--- src/design/icfg_pkg.sv ---
// Package for the implementation configuration register block.
// Assumes a big-endian bit numbering in the register: bit 0 is the MSB.
package icfg_pkg;
    // Special purpose register number of the configuration register
    localparam logic [9:0] ICFG_SPR_NUM = 10'h3f3;
    // Special purpose register numbers of the TLB miss, compare and RPA registers
    localparam logic [9:0] ICFG_SPR_DMISS = 10'h3d0;
    localparam logic [9:0] ICFG_SPR_DCMP = 10'h3d1;
    localparam logic [9:0] ICFG_SPR_IMISS = 10'h3d4;
    localparam logic [9:0] ICFG_SPR_ICMP = 10'h3d5;
    localparam logic [9:0] ICFG_SPR_RPA = 10'h3d6;
    // Field positions as little-endian indexes (31 - documented bit)
    localparam int ICFG_L2AP_POS = 20;
    localparam int ICFG_SWT_POS = 19;
    localparam int ICFG_HBAT_POS = 18;
    localparam int ICFG_IWL_LSB = 13;
    localparam int ICFG_DWL_LSB = 5;
    localparam int ICFG_WL_W = 3;
    localparam logic [31:0] ICFG_RESET = 32'h0000_0000;
    // Writable bits mask: 11, 12, 13, 16-18, 24-26
    localparam logic [31:0] ICFG_WR_MASK = 32'h001c_e0e0;
    localparam logic [2:0] ICFG_WL_RSVD = 3'h7;
    localparam logic [31:0] ICFG_ZERO = 32'h0000_0000;
    localparam int ICFG_NUM_WAYS = 8;
    localparam int ICFG_NUM_SEG = 16;
    // Register access request
    typedef struct packed {
        logic wr;
        logic rd;
        logic [9:0] spr;
        logic [31:0] wdata;
    } icfg_req_type;
    // TLB load request
    typedef struct packed {
        logic load_d;
        logic load_i;
        logic [31:0] ea;
    } icfg_tlb_req_type;
    // TLB write-out entry
    typedef struct packed {
        logic valid;
        logic is_data;
        logic [4:0] index;
        logic [31:0] word0;
        logic [31:0] word1;
    } icfg_tlb_ent_type;
    // State of the TLB load sequencer
    typedef enum logic [1:0] {
        ICFG_IDLE = 2'b00,
        ICFG_LOAD = 2'b01
    } icfg_state_type;
endpackage

--- src/design/icfg_top.sv ---
// Implementation configuration register, segment registers and TLB load path.
// Assumes the core issues one SPR or TLB request at a time, from its own clock domain.
`timescale 1ns/100ps
// Overview of operation
// - Config register, SPR 1011, supervisor read/write.
// - Bit 11 folds address into L2 parity.
// - Bit 12 selects software table search exceptions.
// - Bit 13 enables four extra block entries.
// - Instruction way lock field, bits 16-18.
// - Data way lock field, bits 24-26.
// - Locked ways are never replaced.
// - Sixteen on-chip segment registers for translation.
// - Load data and instruction TLB entries.
module icfg_top (
    input wire logic clk_i, // Core clock, 20 MHz
    input wire logic rst_i, // Async reset, high
    input wire logic ce_i, // Clock enable
    input wire logic supervisor_i, // Processor in supervisor mode
    input wire icfg_pkg::icfg_req_type req_i, // SPR access
    input wire logic seg_wr_i, // Segment register write
    input wire logic [3:0] seg_idx_i, // Segment register number
    input wire logic [31:0] seg_wdata_i, // Segment descriptor
    input wire logic [3:0] xlate_seg_i, // Segment used by translation
    input wire icfg_pkg::icfg_tlb_req_type tlb_req_i, // TLB load instruction
    input wire logic srr1_way_i, // Way bit from SRR1
    input wire logic tlb_miss_i, // TLB miss pulse
    input wire logic tlb_miss_data_i, // Miss was a data access
    input wire logic tlb_miss_store_i, // Data miss was a store
    input wire logic [7:0] l2_data_par_i, // Data-only parity per lane
    input wire logic l2_addr_par_i, // Parity of L2 address bits
    input wire logic [2:0] ic_victim_i, // Instruction cache victim way
    input wire logic [2:0] dc_victim_i, // Data cache victim way
    output logic [31:0] rdata_o, // SPR read data
    output logic ack_o, // SPR access done
    output logic priv_err_o, // Access outside supervisor
    output logic [31:0] seg_desc_o, // Selected segment descriptor
    output logic [7:0] l2_data_parity_lines_o, // L2 data parity
    output logic [2:0] tlb_exc_o, // Software search exception: imiss, dload, dstore
    output logic hw_walk_o, // Start hardware table walk
    output logic upper_block_xlate_enable_o, // Extra block entries on
    output logic [7:0] ic_locked_o, // Locked instruction ways
    output logic [7:0] dc_locked_o, // Locked data ways
    output logic [2:0] ic_victim_o, // Allowed instruction victim
    output logic [2:0] dc_victim_o, // Allowed data victim
    output icfg_pkg::icfg_tlb_ent_type tlb_ent_o // TLB entry write
);
    logic [31:0] cfg_r, cfg_nxt;
    logic [31:0] rdata_r, rdata_nxt;
    logic ack_r, ack_nxt, perr_r, perr_nxt;
    logic [31:0] seg_r [icfg_pkg::ICFG_NUM_SEG];
    logic [31:0] segd_r, segd_nxt;
    logic [31:0] dmiss_r, dmiss_nxt, imiss_r, imiss_nxt;
    logic [31:0] dcmp_r, dcmp_nxt, icmp_r, icmp_nxt, rpa_r, rpa_nxt;
    logic [7:0] par_r, par_nxt;
    logic [2:0] exc_r, exc_nxt;
    logic walk_r, walk_nxt, hbat_r;
    icfg_pkg::icfg_tlb_ent_type ent_r, ent_nxt;
    icfg_pkg::icfg_state_type st_r, st_nxt;
    logic l2ap, swt;

    assign l2ap = cfg_r[icfg_pkg::ICFG_L2AP_POS];
    assign swt = cfg_r[icfg_pkg::ICFG_SWT_POS];

    // SPR decode shared by read and write
    function automatic logic spr_hit(input logic [9:0] s, input logic [9:0] n);
        return s == n;
    endfunction

    // Config and table search register access; supervisor only
    always_comb begin
        cfg_nxt = cfg_r;
        rdata_nxt = rdata_r;
        ack_nxt = 1'b0;
        perr_nxt = 1'b0;
        dmiss_nxt = dmiss_r;
        imiss_nxt = imiss_r;
        dcmp_nxt = dcmp_r;
        icmp_nxt = icmp_r;
        rpa_nxt = rpa_r;
        if (req_i.wr || req_i.rd) begin
            ack_nxt = 1'b1;
            if (!supervisor_i) begin
                perr_nxt = 1'b1;
                rdata_nxt = icfg_pkg::ICFG_ZERO;
            end else begin
                if (req_i.wr && spr_hit(req_i.spr, icfg_pkg::ICFG_SPR_NUM))
                    cfg_nxt = req_i.wdata & icfg_pkg::ICFG_WR_MASK;
                if (req_i.wr && spr_hit(req_i.spr, icfg_pkg::ICFG_SPR_RPA))
                    rpa_nxt = req_i.wdata;
                rdata_nxt = icfg_pkg::ICFG_ZERO;
                if (spr_hit(req_i.spr, icfg_pkg::ICFG_SPR_NUM))
                    rdata_nxt = cfg_r;
                else if (spr_hit(req_i.spr, icfg_pkg::ICFG_SPR_DMISS))
                    rdata_nxt = dmiss_r;
                else if (spr_hit(req_i.spr, icfg_pkg::ICFG_SPR_DCMP))
                    rdata_nxt = dcmp_r;
                else if (spr_hit(req_i.spr, icfg_pkg::ICFG_SPR_IMISS))
                    rdata_nxt = imiss_r;
                else if (spr_hit(req_i.spr, icfg_pkg::ICFG_SPR_ICMP))
                    rdata_nxt = icmp_r;
                else if (spr_hit(req_i.spr, icfg_pkg::ICFG_SPR_RPA))
                    rdata_nxt = rpa_r;
            end
        end
        // Miss capture: faulting address is kept whatever the search mode
        if (tlb_miss_i) begin
            if (tlb_miss_data_i)
                dmiss_nxt = tlb_req_i.ea;
            else
                imiss_nxt = tlb_req_i.ea;
        end
        // Miss capture: compare word built from segment descriptor
        if (tlb_miss_i && swt) begin
            if (tlb_miss_data_i) begin
                dcmp_nxt = segd_r;
            end else begin
                icmp_nxt = segd_r;
            end
        end
    end

    // Miss dispatch: software exception or hardware walk
    always_comb begin
        exc_nxt = 3'h0;
        walk_nxt = 1'b0;
        if (tlb_miss_i) begin
            if (swt)
                exc_nxt = !tlb_miss_data_i ? 3'h4 : (tlb_miss_store_i ? 3'h1 : 3'h2);
            else
                walk_nxt = 1'b1;
        end
    end

    // L2 parity: fold address parity into every lane when enabled
    always_comb begin
        par_nxt = l2_data_par_i;
        if (l2ap)
            par_nxt = l2_data_par_i ^ {8{l2_addr_par_i}};
    end

    // Segment descriptor lookup; writes land immediately, the isync is software's job
    always_comb begin
        segd_nxt = seg_r[xlate_seg_i];
    end

    // TLB load sequencer: one cycle to build, one to write
    always_comb begin
        st_nxt = st_r;
        ent_nxt = ent_r;
        ent_nxt.valid = 1'b0;
        case (st_r)
            icfg_pkg::ICFG_IDLE: begin
                if (tlb_req_i.load_d || tlb_req_i.load_i) begin
                    ent_nxt.is_data = tlb_req_i.load_d;
                    ent_nxt.index = {tlb_req_i.ea[16:13], srr1_way_i};
                    ent_nxt.word0 = tlb_req_i.load_d ? dcmp_r : icmp_r;
                    ent_nxt.word1 = rpa_r;
                    st_nxt = icfg_pkg::ICFG_LOAD;
                end
            end
            icfg_pkg::ICFG_LOAD: begin
                ent_nxt.valid = 1'b1;
                st_nxt = icfg_pkg::ICFG_IDLE;
            end
            default: st_nxt = icfg_pkg::ICFG_IDLE;
        endcase
    end

    // Registers of all groups except the segment array
    always_ff @(posedge clk_i or posedge rst_i) begin
        if (rst_i) begin
            cfg_r <= icfg_pkg::ICFG_RESET;
            rdata_r <= icfg_pkg::ICFG_ZERO;
            ack_r <= 1'b0;
            perr_r <= 1'b0;
            dmiss_r <= icfg_pkg::ICFG_ZERO;
            imiss_r <= icfg_pkg::ICFG_ZERO;
            dcmp_r <= icfg_pkg::ICFG_ZERO;
            icmp_r <= icfg_pkg::ICFG_ZERO;
            rpa_r <= icfg_pkg::ICFG_ZERO;
            par_r <= 8'h00;
            exc_r <= 3'h0;
            walk_r <= 1'b0;
            hbat_r <= 1'b0;
            segd_r <= icfg_pkg::ICFG_ZERO;
            ent_r <= '0;
            st_r <= icfg_pkg::ICFG_IDLE;
        end else if (ce_i) begin
            cfg_r <= cfg_nxt;
            rdata_r <= rdata_nxt;
            ack_r <= ack_nxt;
            perr_r <= perr_nxt;
            dmiss_r <= dmiss_nxt;
            imiss_r <= imiss_nxt;
            dcmp_r <= dcmp_nxt;
            icmp_r <= icmp_nxt;
            rpa_r <= rpa_nxt;
            par_r <= par_nxt;
            exc_r <= exc_nxt;
            walk_r <= walk_nxt;
            hbat_r <= cfg_r[icfg_pkg::ICFG_HBAT_POS];
            segd_r <= segd_nxt;
            ent_r <= ent_nxt;
            st_r <= st_nxt;
        end
    end

    // Segment register array, no reset so it maps to plain storage
    always_ff @(posedge clk_i) begin
        if (ce_i && seg_wr_i && supervisor_i)
            seg_r[seg_idx_i] <= seg_wdata_i;
    end

    // One decoder per cache
    icfg_way_lock #(.WAYS(icfg_pkg::ICFG_NUM_WAYS)) u_ic_lock (
        .clk_i(clk_i),
        .rst_i(rst_i),
        .ce_i(ce_i),
        .code_i(cfg_r[icfg_pkg::ICFG_IWL_LSB +: icfg_pkg::ICFG_WL_W]),
        .victim_i(ic_victim_i),
        .locked_o(ic_locked_o),
        .victim_o(ic_victim_o)
    );
    icfg_way_lock #(.WAYS(icfg_pkg::ICFG_NUM_WAYS)) u_dc_lock (
        .clk_i(clk_i),
        .rst_i(rst_i),
        .ce_i(ce_i),
        .code_i(cfg_r[icfg_pkg::ICFG_DWL_LSB +: icfg_pkg::ICFG_WL_W]),
        .victim_i(dc_victim_i),
        .locked_o(dc_locked_o),
        .victim_o(dc_victim_o)
    );

    assign rdata_o = rdata_r;
    assign ack_o = ack_r;
    assign priv_err_o = perr_r;
    assign seg_desc_o = segd_r;
    assign l2_data_parity_lines_o = par_r;
    assign tlb_exc_o = exc_r;
    assign hw_walk_o = walk_r;
    assign upper_block_xlate_enable_o = hbat_r;
    assign tlb_ent_o = ent_r;
endmodule

--- src/design/icfg_way_lock.sv ---
// Way lock decoder and victim filter for one cache.
// Assumes the replacement logic gives a proposed victim way each miss.
`timescale 1ns/100ps
module icfg_way_lock #(
    parameter int WAYS = 8
) (
    input wire logic clk_i, // Core clock
    input wire logic rst_i, // Async reset, high
    input wire logic ce_i, // Clock enable
    input wire logic [2:0] code_i, // Way lock field
    input wire logic [2:0] victim_i, // Proposed victim way
    output logic [WAYS-1:0] locked_o, // Locked ways mask
    output logic [2:0] victim_o // Allowed victim way
);
    logic [WAYS-1:0] mask_nxt;
    logic [2:0] vic_nxt;
    logic [WAYS-1:0] mask_r;
    logic [2:0] vic_r;

    // Thermometer decode; reserved code clamps to six ways
    function automatic logic [WAYS-1:0] lock_mask(input logic [2:0] c);
        logic [WAYS-1:0] m;
        m = '0;
        for (int i = 0; i < WAYS; i++) begin
            if (i < int'(c) && i < WAYS - 2)
                m[i] = 1'b1;
        end
        return m;
    endfunction

    // Locked victims move to the first unlocked way; never a locked one
    always_comb begin
        mask_nxt = lock_mask(code_i);
        vic_nxt = victim_i;
        if (mask_nxt[victim_i])
            vic_nxt = (code_i == icfg_pkg::ICFG_WL_RSVD) ? 3'h6 : code_i;
    end

    always_ff @(posedge clk_i or posedge rst_i) begin
        if (rst_i) begin
            mask_r <= '0;
            vic_r <= 3'h0;
        end else if (ce_i) begin
            mask_r <= mask_nxt;
            vic_r <= vic_nxt;
        end
    end
    assign locked_o = mask_r;
    assign victim_o = vic_r;
endmodule
--- config.mk ---
export PLATFORM = sky130hd
export DESIGN_NAME = icfg_top
export DESIGN_NICKNAME = d
export VERILOG_FILES = /design/src/design/icfg_pkg.sv /design/src/design/icfg_top.sv /design/src/design/icfg_way_lock.sv
export SDC_FILE = /design/constraint.sdc
export NUM_CORES = 1
export LEC_CHECK = 0
export BUFFER_PORTS_ARGS = -buffer_cell sky130_fd_sc_hd__buf_2
export CAP_MARGIN = 5
export CORE_MARGIN = 2
export CORE_UTILIZATION = 30
export DETAILED_ROUTE_END_ITERATION = 16
export RECOVER_POWER = 100
export SLEW_MARGIN = 20
export SYNTH_ARGS = -nofsm -noshare
export SYNTH_HDL_FRONTEND = slang
export SYNTH_HIERARCHICAL = 1
export SYNTH_SLANG_ARGS = --single-unit
--- constraint.sdc ---
create_clock -name clk_i -period 10.8 [get_ports clk_i]
set_input_delay 1.08 -clock clk_i [delete_from_list [all_inputs] [get_ports clk_i]]
set_output_delay 1.08 -clock clk_i [all_outputs]
set_load 0.05 [all_outputs]
==> flow_results.xml <==
<?xml version="1.0" encoding="UTF-8"?>
<metrics>
  <group name="routing">
    <metric name="drt_first_iter_violations" unit="">1597</metric>
    <metric name="detail_route.vias_per_cell" unit="">5.008</metric>
    <metric name="final_antenna_net_count" unit="">0</metric>
    <metric name="wl_per_cell" unit="microns">24.33</metric>
    <metric name="routed-via-count" unit="">20082</metric>
    <metric name="postRouteWirelength" unit="mm">97.54</metric>
    <metric name="drc" unit="">0</metric>
    <metric name="drt_first_pass_iters" unit="">5</metric>
  </group>
  <group name="timing">
    <metric name="relSlewSlack" unit="">-2.896</metric>
    <metric name="slew_viol_final" unit="">484</metric>
    <metric name="min_period_over_period" unit="">0.6398</metric>
    <metric name="hold_viol_final" unit="">0</metric>
    <metric name="tns" unit="ns">0</metric>
    <metric name="timing.final.crit_period" unit="ns">6.910</metric>
    <metric name="grt_setup_unrepaired" unit="">false</metric>
    <metric name="timing.clock.skew" unit="ns">0.02791</metric>
    <metric name="finalSetupViolations" unit="">0</metric>
    <metric name="achievable-frequency" unit="MHz">144.7</metric>
    <metric name="tightest_slew" unit="ns">5.813</metric>
  </group>
  <group name="setup_path">
    <metric name="required" unit="ns">11.32</metric>
    <metric name="critical_path.max_fanout" unit="">48</metric>
    <metric name="timing.critical_path.to_type" unit="">flop</metric>
    <metric name="worst-endpoint-arrival" unit="ns">7.43</metric>
    <metric name="criticalPathCategory" unit="">primary input to flop</metric>
    <metric name="start_kind" unit="">primary input</metric>
  </group>
  <group name="final_layout">
    <metric name="nNetsFinal" unit="">2556</metric>
    <metric name="drive_gt1_frac" unit="">0.2546</metric>
    <metric name="area_growth_syn_to_layout" unit="%">17.24</metric>
  </group>
  <group name="cts">
    <metric name="cts_inserted_buffers" unit="">90</metric>
    <metric name="h-tree-depth" unit="">3</metric>
    <metric name="cts.sink_count" unit="">850</metric>
    <metric name="ctsLongestPathBuffers" unit="">3</metric>
    <metric name="clock-root-buffer" unit="">sky130_fd_sc_hd__clkbuf_16</metric>
    <metric name="post_cts_buffers" unit="">0</metric>
    <metric name="cts_tree" unit="">built</metric>
    <metric name="cts.reportedPaths.clkPinSlew" unit="ns">0.06</metric>
    <metric name="cts-resized-gates" unit="">0</metric>
    <metric name="cts_hold_buf" unit="">0</metric>
    <metric name="clk_latency" unit="ns">0.66</metric>
  </group>
  <group name="min_path">
    <metric name="hold_path_class" unit="">primary input to async pin</metric>
  </group>
  <group name="floorplan">
    <metric name="number_of_rows_created_at_floorplan" unit="">124</metric>
    <metric name="die_width" unit="microns">342.2</metric>
    <metric name="floorplan.io_pins" unit="">314</metric>
    <metric name="initial_core_util" unit="">0.3013</metric>
    <metric name="core_region_area" unit="sq um">113900</metric>
    <metric name="die-area" unit="sq um">117100</metric>
    <metric name="dieHeight" unit="microns">342.2</metric>
  </group>
  <group name="grt">
    <metric name="antenna_found_initial" unit="">25</metric>
    <metric name="number_of_global_route_vias_before_repair" unit="">19977</metric>
    <metric name="grt_overflow" unit="">0</metric>
    <metric name="grt_use_total" unit="">0.1635</metric>
    <metric name="grt_pass1_wl" unit="mm">140.4</metric>
    <metric name="grt_start_max_net_pins" unit="">136</metric>
  </group>
  <group name="yosys">
    <metric name="synth_top_family_by_area" unit="">multiplexers</metric>
    <metric name="synthesis.area" unit="sq um">34310</metric>
    <metric name="count_of_flip_flops_with_a_built_in_enable_after_synthesis" unit="">512</metric>
    <metric name="post_synth_xor_area_fraction" unit="">0.002042</metric>
    <metric name="synth-simple-area-share" unit="">0.05912</metric>
    <metric name="synth-main-ff-cell" unit="">sky130_fd_sc_hd__edfxtp_1</metric>
    <metric name="synth-compound-area-share" unit="">0.05617</metric>
    <metric name="part_of_the_yosys_area_used_for_sequential_elements" unit="">0.6947</metric>
    <metric name="synth_cell_type_count" unit="">58</metric>
    <metric name="synth_fa_ha_area_frac" unit="">0.0005835</metric>
    <metric name="mapped_avg_cell_area" unit="sq um">16.27</metric>
    <metric name="synth_seq_cells" unit="">850</metric>
    <metric name="synth_mux_area_frac" unit="">0.1647</metric>
    <metric name="synthesis.yosys.warnings" unit="">6</metric>
    <metric name="postSynthCellCount" unit="">2108</metric>
    <metric name="synth-async-reset-ratio" unit="">0.3976</metric>
  </group>
  <group name="placement">
    <metric name="gp_congestion" unit="">0.8207</metric>
    <metric name="place.port_buffers" unit="">309</metric>
    <metric name="detailed_place_hpwl" unit="mm">61.09</metric>
  </group>
  <group name="power">
    <metric name="powerDensity" unit="nW/um^2">184.3</metric>
    <metric name="power" unit="uW">7413</metric>
    <metric name="ir_worst_vdd" unit="mV">0.1168</metric>
    <metric name="leakage" unit="uW">0.01460</metric>
  </group>
  <group name="status">
    <metric name="outcome" unit="">complete, but fails checks</metric>
    <metric name="violations_in_the_final_reports" unit="">max-capacitance violations, max-slew violations</metric>
  </group>
  <group name="flow_run">
    <metric name="drv.max_cap_violation_count" unit="">11</metric>
  </group>
</metrics>
[critical path: stages]
cell                       delay, ns
sky130_fd_sc_hd__clkbuf_1       2.06
sky130_fd_sc_hd__clkbuf_1       1.36
sky130_fd_sc_hd__and2_0         0.73
sky130_fd_sc_hd__nand4b_1       0.27
sky130_fd_sc_hd__nor2b_4        0.56
sky130_fd_sc_hd__clkbuf_1       0.90
sky130_fd_sc_hd__mux2_2         0.42
[kinds of logic after synthesis]
group                    Yosys count
flip-flops                       850
AND/OR/NAND/NOR                  383
multiplexers                     378
AO/OA/AOI/OAI                    313
buffers and inverters            172
XOR/XNOR                           8
adder cells (fa/ha/maj)            2
other                              2
[state kept, by name, summed over array words and instances, names as in the netlist, 3 cells and up]
name,flops
tlb_ent_o,71
rdata_o,32
u_dc_lock/victim_o,3
seg_desc_o,32
u_dc_lock/locked_o,6
tlb_exc_o,3
seg_r,512
cfg_r,9
dmiss_r,32
u_ic_lock/locked_o,6
dcmp_r,32
icmp_r,32
u_ic_lock/victim_o,3
rpa_r,32
l2_data_parity_lines_o,8
imiss_r,32
[metal layers]
layer	track usage	share of wire
met1	0.2230	0.42
met2	0.2608	0.47
met5	0	0.00080
met4	0.04642	0.023
met3	0.03812	0.083
[where the power goes]
group | internal [uW] | switching, uW | leakage [uW]
registers | 3570 | 94.0 | 0.00898
logic | 197 | 499 | 0.00421
clock network | 1740 | 1310 | 0.00141
[synthesized netlist by cell type (all sizes together), types with 3 or more instances]
cell type    n  area (sq um)
nand2b      45         281.5
inv         30         112.6
o31ai       23         172.7
o21ai       32         160.1
nand4b       6         52.55
o2bb2ai      3         26.28
nor2        63         236.5
mux4       128          2883
edfxtp     512         15370
nor4b        3         53.80
nand2      145         544.3
a211oi       3         22.52
a31oi        9         56.30
or2          4         25.03
nor3         9         61.31
a32oi       29         254.0
o211ai       5         37.54
buf         64         364.1
mux2i       38         380.4
o22ai       79         494.2
mux2       212          2387
nand3b      54         405.4
clkbuf      77         290.3
nand3        5         30.03
a21oi      119         595.6
dfrtp      338          8458
nor2b       36         225.2
or4b         3         30.03
or3          4         35.03
xor2         8         70.07
[stage by stage]
stage | cell area, sq um | hold WS, ns | std cells | worst slack, ns | utilization
after floorplan | 34310 | 0.4368 | 2110 | 0.8637 | -
after global placement | 37620 | 0.4504 | 3833 | 6.341 | 0.3304
after detailed placement | 37640 | 0.4532 | 3834 | 6.326 | 0.3305
after CTS | 40550 | 0.4219 | 3998 | 7.015 | 0.3561
after global routing | 40200 | 0.4289 | 4001 | 3.474 | 0.3530
final | 40220 | 0.4096 | 4010 | 3.890 | 0.3532
[final cells by class]
cell class              count  area, sq um
repair buffers            353         1623
flip-flops and latches    850        23830
multi-input cells        1088         9818
diodes                     12        30.03
fillers                 10891        73660
clock buffers             127         2491
inverters                  31        117.6
clock inverters            37        417.9
well taps                1512         1892
[final timing paths]
kind | from | to | slack (ns) | cells past startpoint
hold reg to reg | imiss_r[5]$_DFFE_PP0P_ | imiss_r[5]$_DFFE_PP0P_ | 0.47 | 2
min in group clk_i | imiss_r[5]$_DFFE_PP0P_ | imiss_r[5]$_DFFE_PP0P_ | 0.47 | 2
setup / recovery | ce_i | rpa_r[28]$_DFFE_PP0P_ | 3.89 | 7
hold / removal | rst_i | u_dc_lock/locked_o[1]$_DFFE_PP0P_ | 0.41 | 2
setup reg to reg | cfg_r[19]$_DFFE_PP0P_ | dcmp_r[9]$_DFFE_PP0P_ | 7.61 | 3
max in group asynchronous | rst_i | rpa_r[0]$_DFFE_PP0P_ | 4.96 | 4
[cells in the final DEF (no fill, tap or decap), types with 8 or more instances in the layout]
| cell | Yosys | layout |
|---|---|---|
| sky130_fd_sc_hd__inv_1 | 28 | 27 |
| sky130_fd_sc_hd__nand2_1 | 145 | 145 |
| sky130_fd_sc_hd__o21ai_0 | 30 | 31 |
| sky130_fd_sc_hd__clkbuf_1 | 76 | 237 |
| sky130_fd_sc_hd__nand3b_1 | 54 | 54 |
| sky130_fd_sc_hd__mux4_2 | 128 | 128 |
| sky130_fd_sc_hd__o31ai_1 | 23 | 23 |
| sky130_fd_sc_hd__nand2b_1 | 45 | 45 |
| sky130_fd_sc_hd__a31oi_1 | 9 | 9 |
| sky130_fd_sc_hd__clkbuf_8 | 0 | 10 |
| sky130_fd_sc_hd__nor2b_1 | 36 | 35 |
| sky130_fd_sc_hd__dfrtp_1 | 338 | 338 |
| sky130_fd_sc_hd__mux2i_1 | 38 | 38 |
| sky130_fd_sc_hd__nor2_1 | 63 | 52 |
| sky130_fd_sc_hd__mux2_2 | 205 | 205 |
| sky130_fd_sc_hd__xor2_1 | 8 | 8 |
| sky130_fd_sc_hd__a21oi_1 | 119 | 119 |
| sky130_fd_sc_hd__buf_2 | 36 | 105 |
| sky130_fd_sc_hd__clkinv_1 | 1 | 12 |
| sky130_fd_sc_hd__o22ai_1 | 79 | 79 |
| sky130_fd_sc_hd__a32oi_1 | 29 | 29 |
| sky130_fd_sc_hd__nor2_4 | 0 | 11 |
| sky130_fd_sc_hd__clkbuf_16 | 0 | 90 |
| sky130_fd_sc_hd__edfxtp_1 | 512 | 512 |
| sky130_fd_sc_hd__clkinv_2 | 0 | 8 |
| sky130_fd_sc_hd__buf_4 | 15 | 35 |
| sky130_fd_sc_hd__diode_2 | 0 | 12 |
Note: power is estimated with default switching activity, not from simulation.
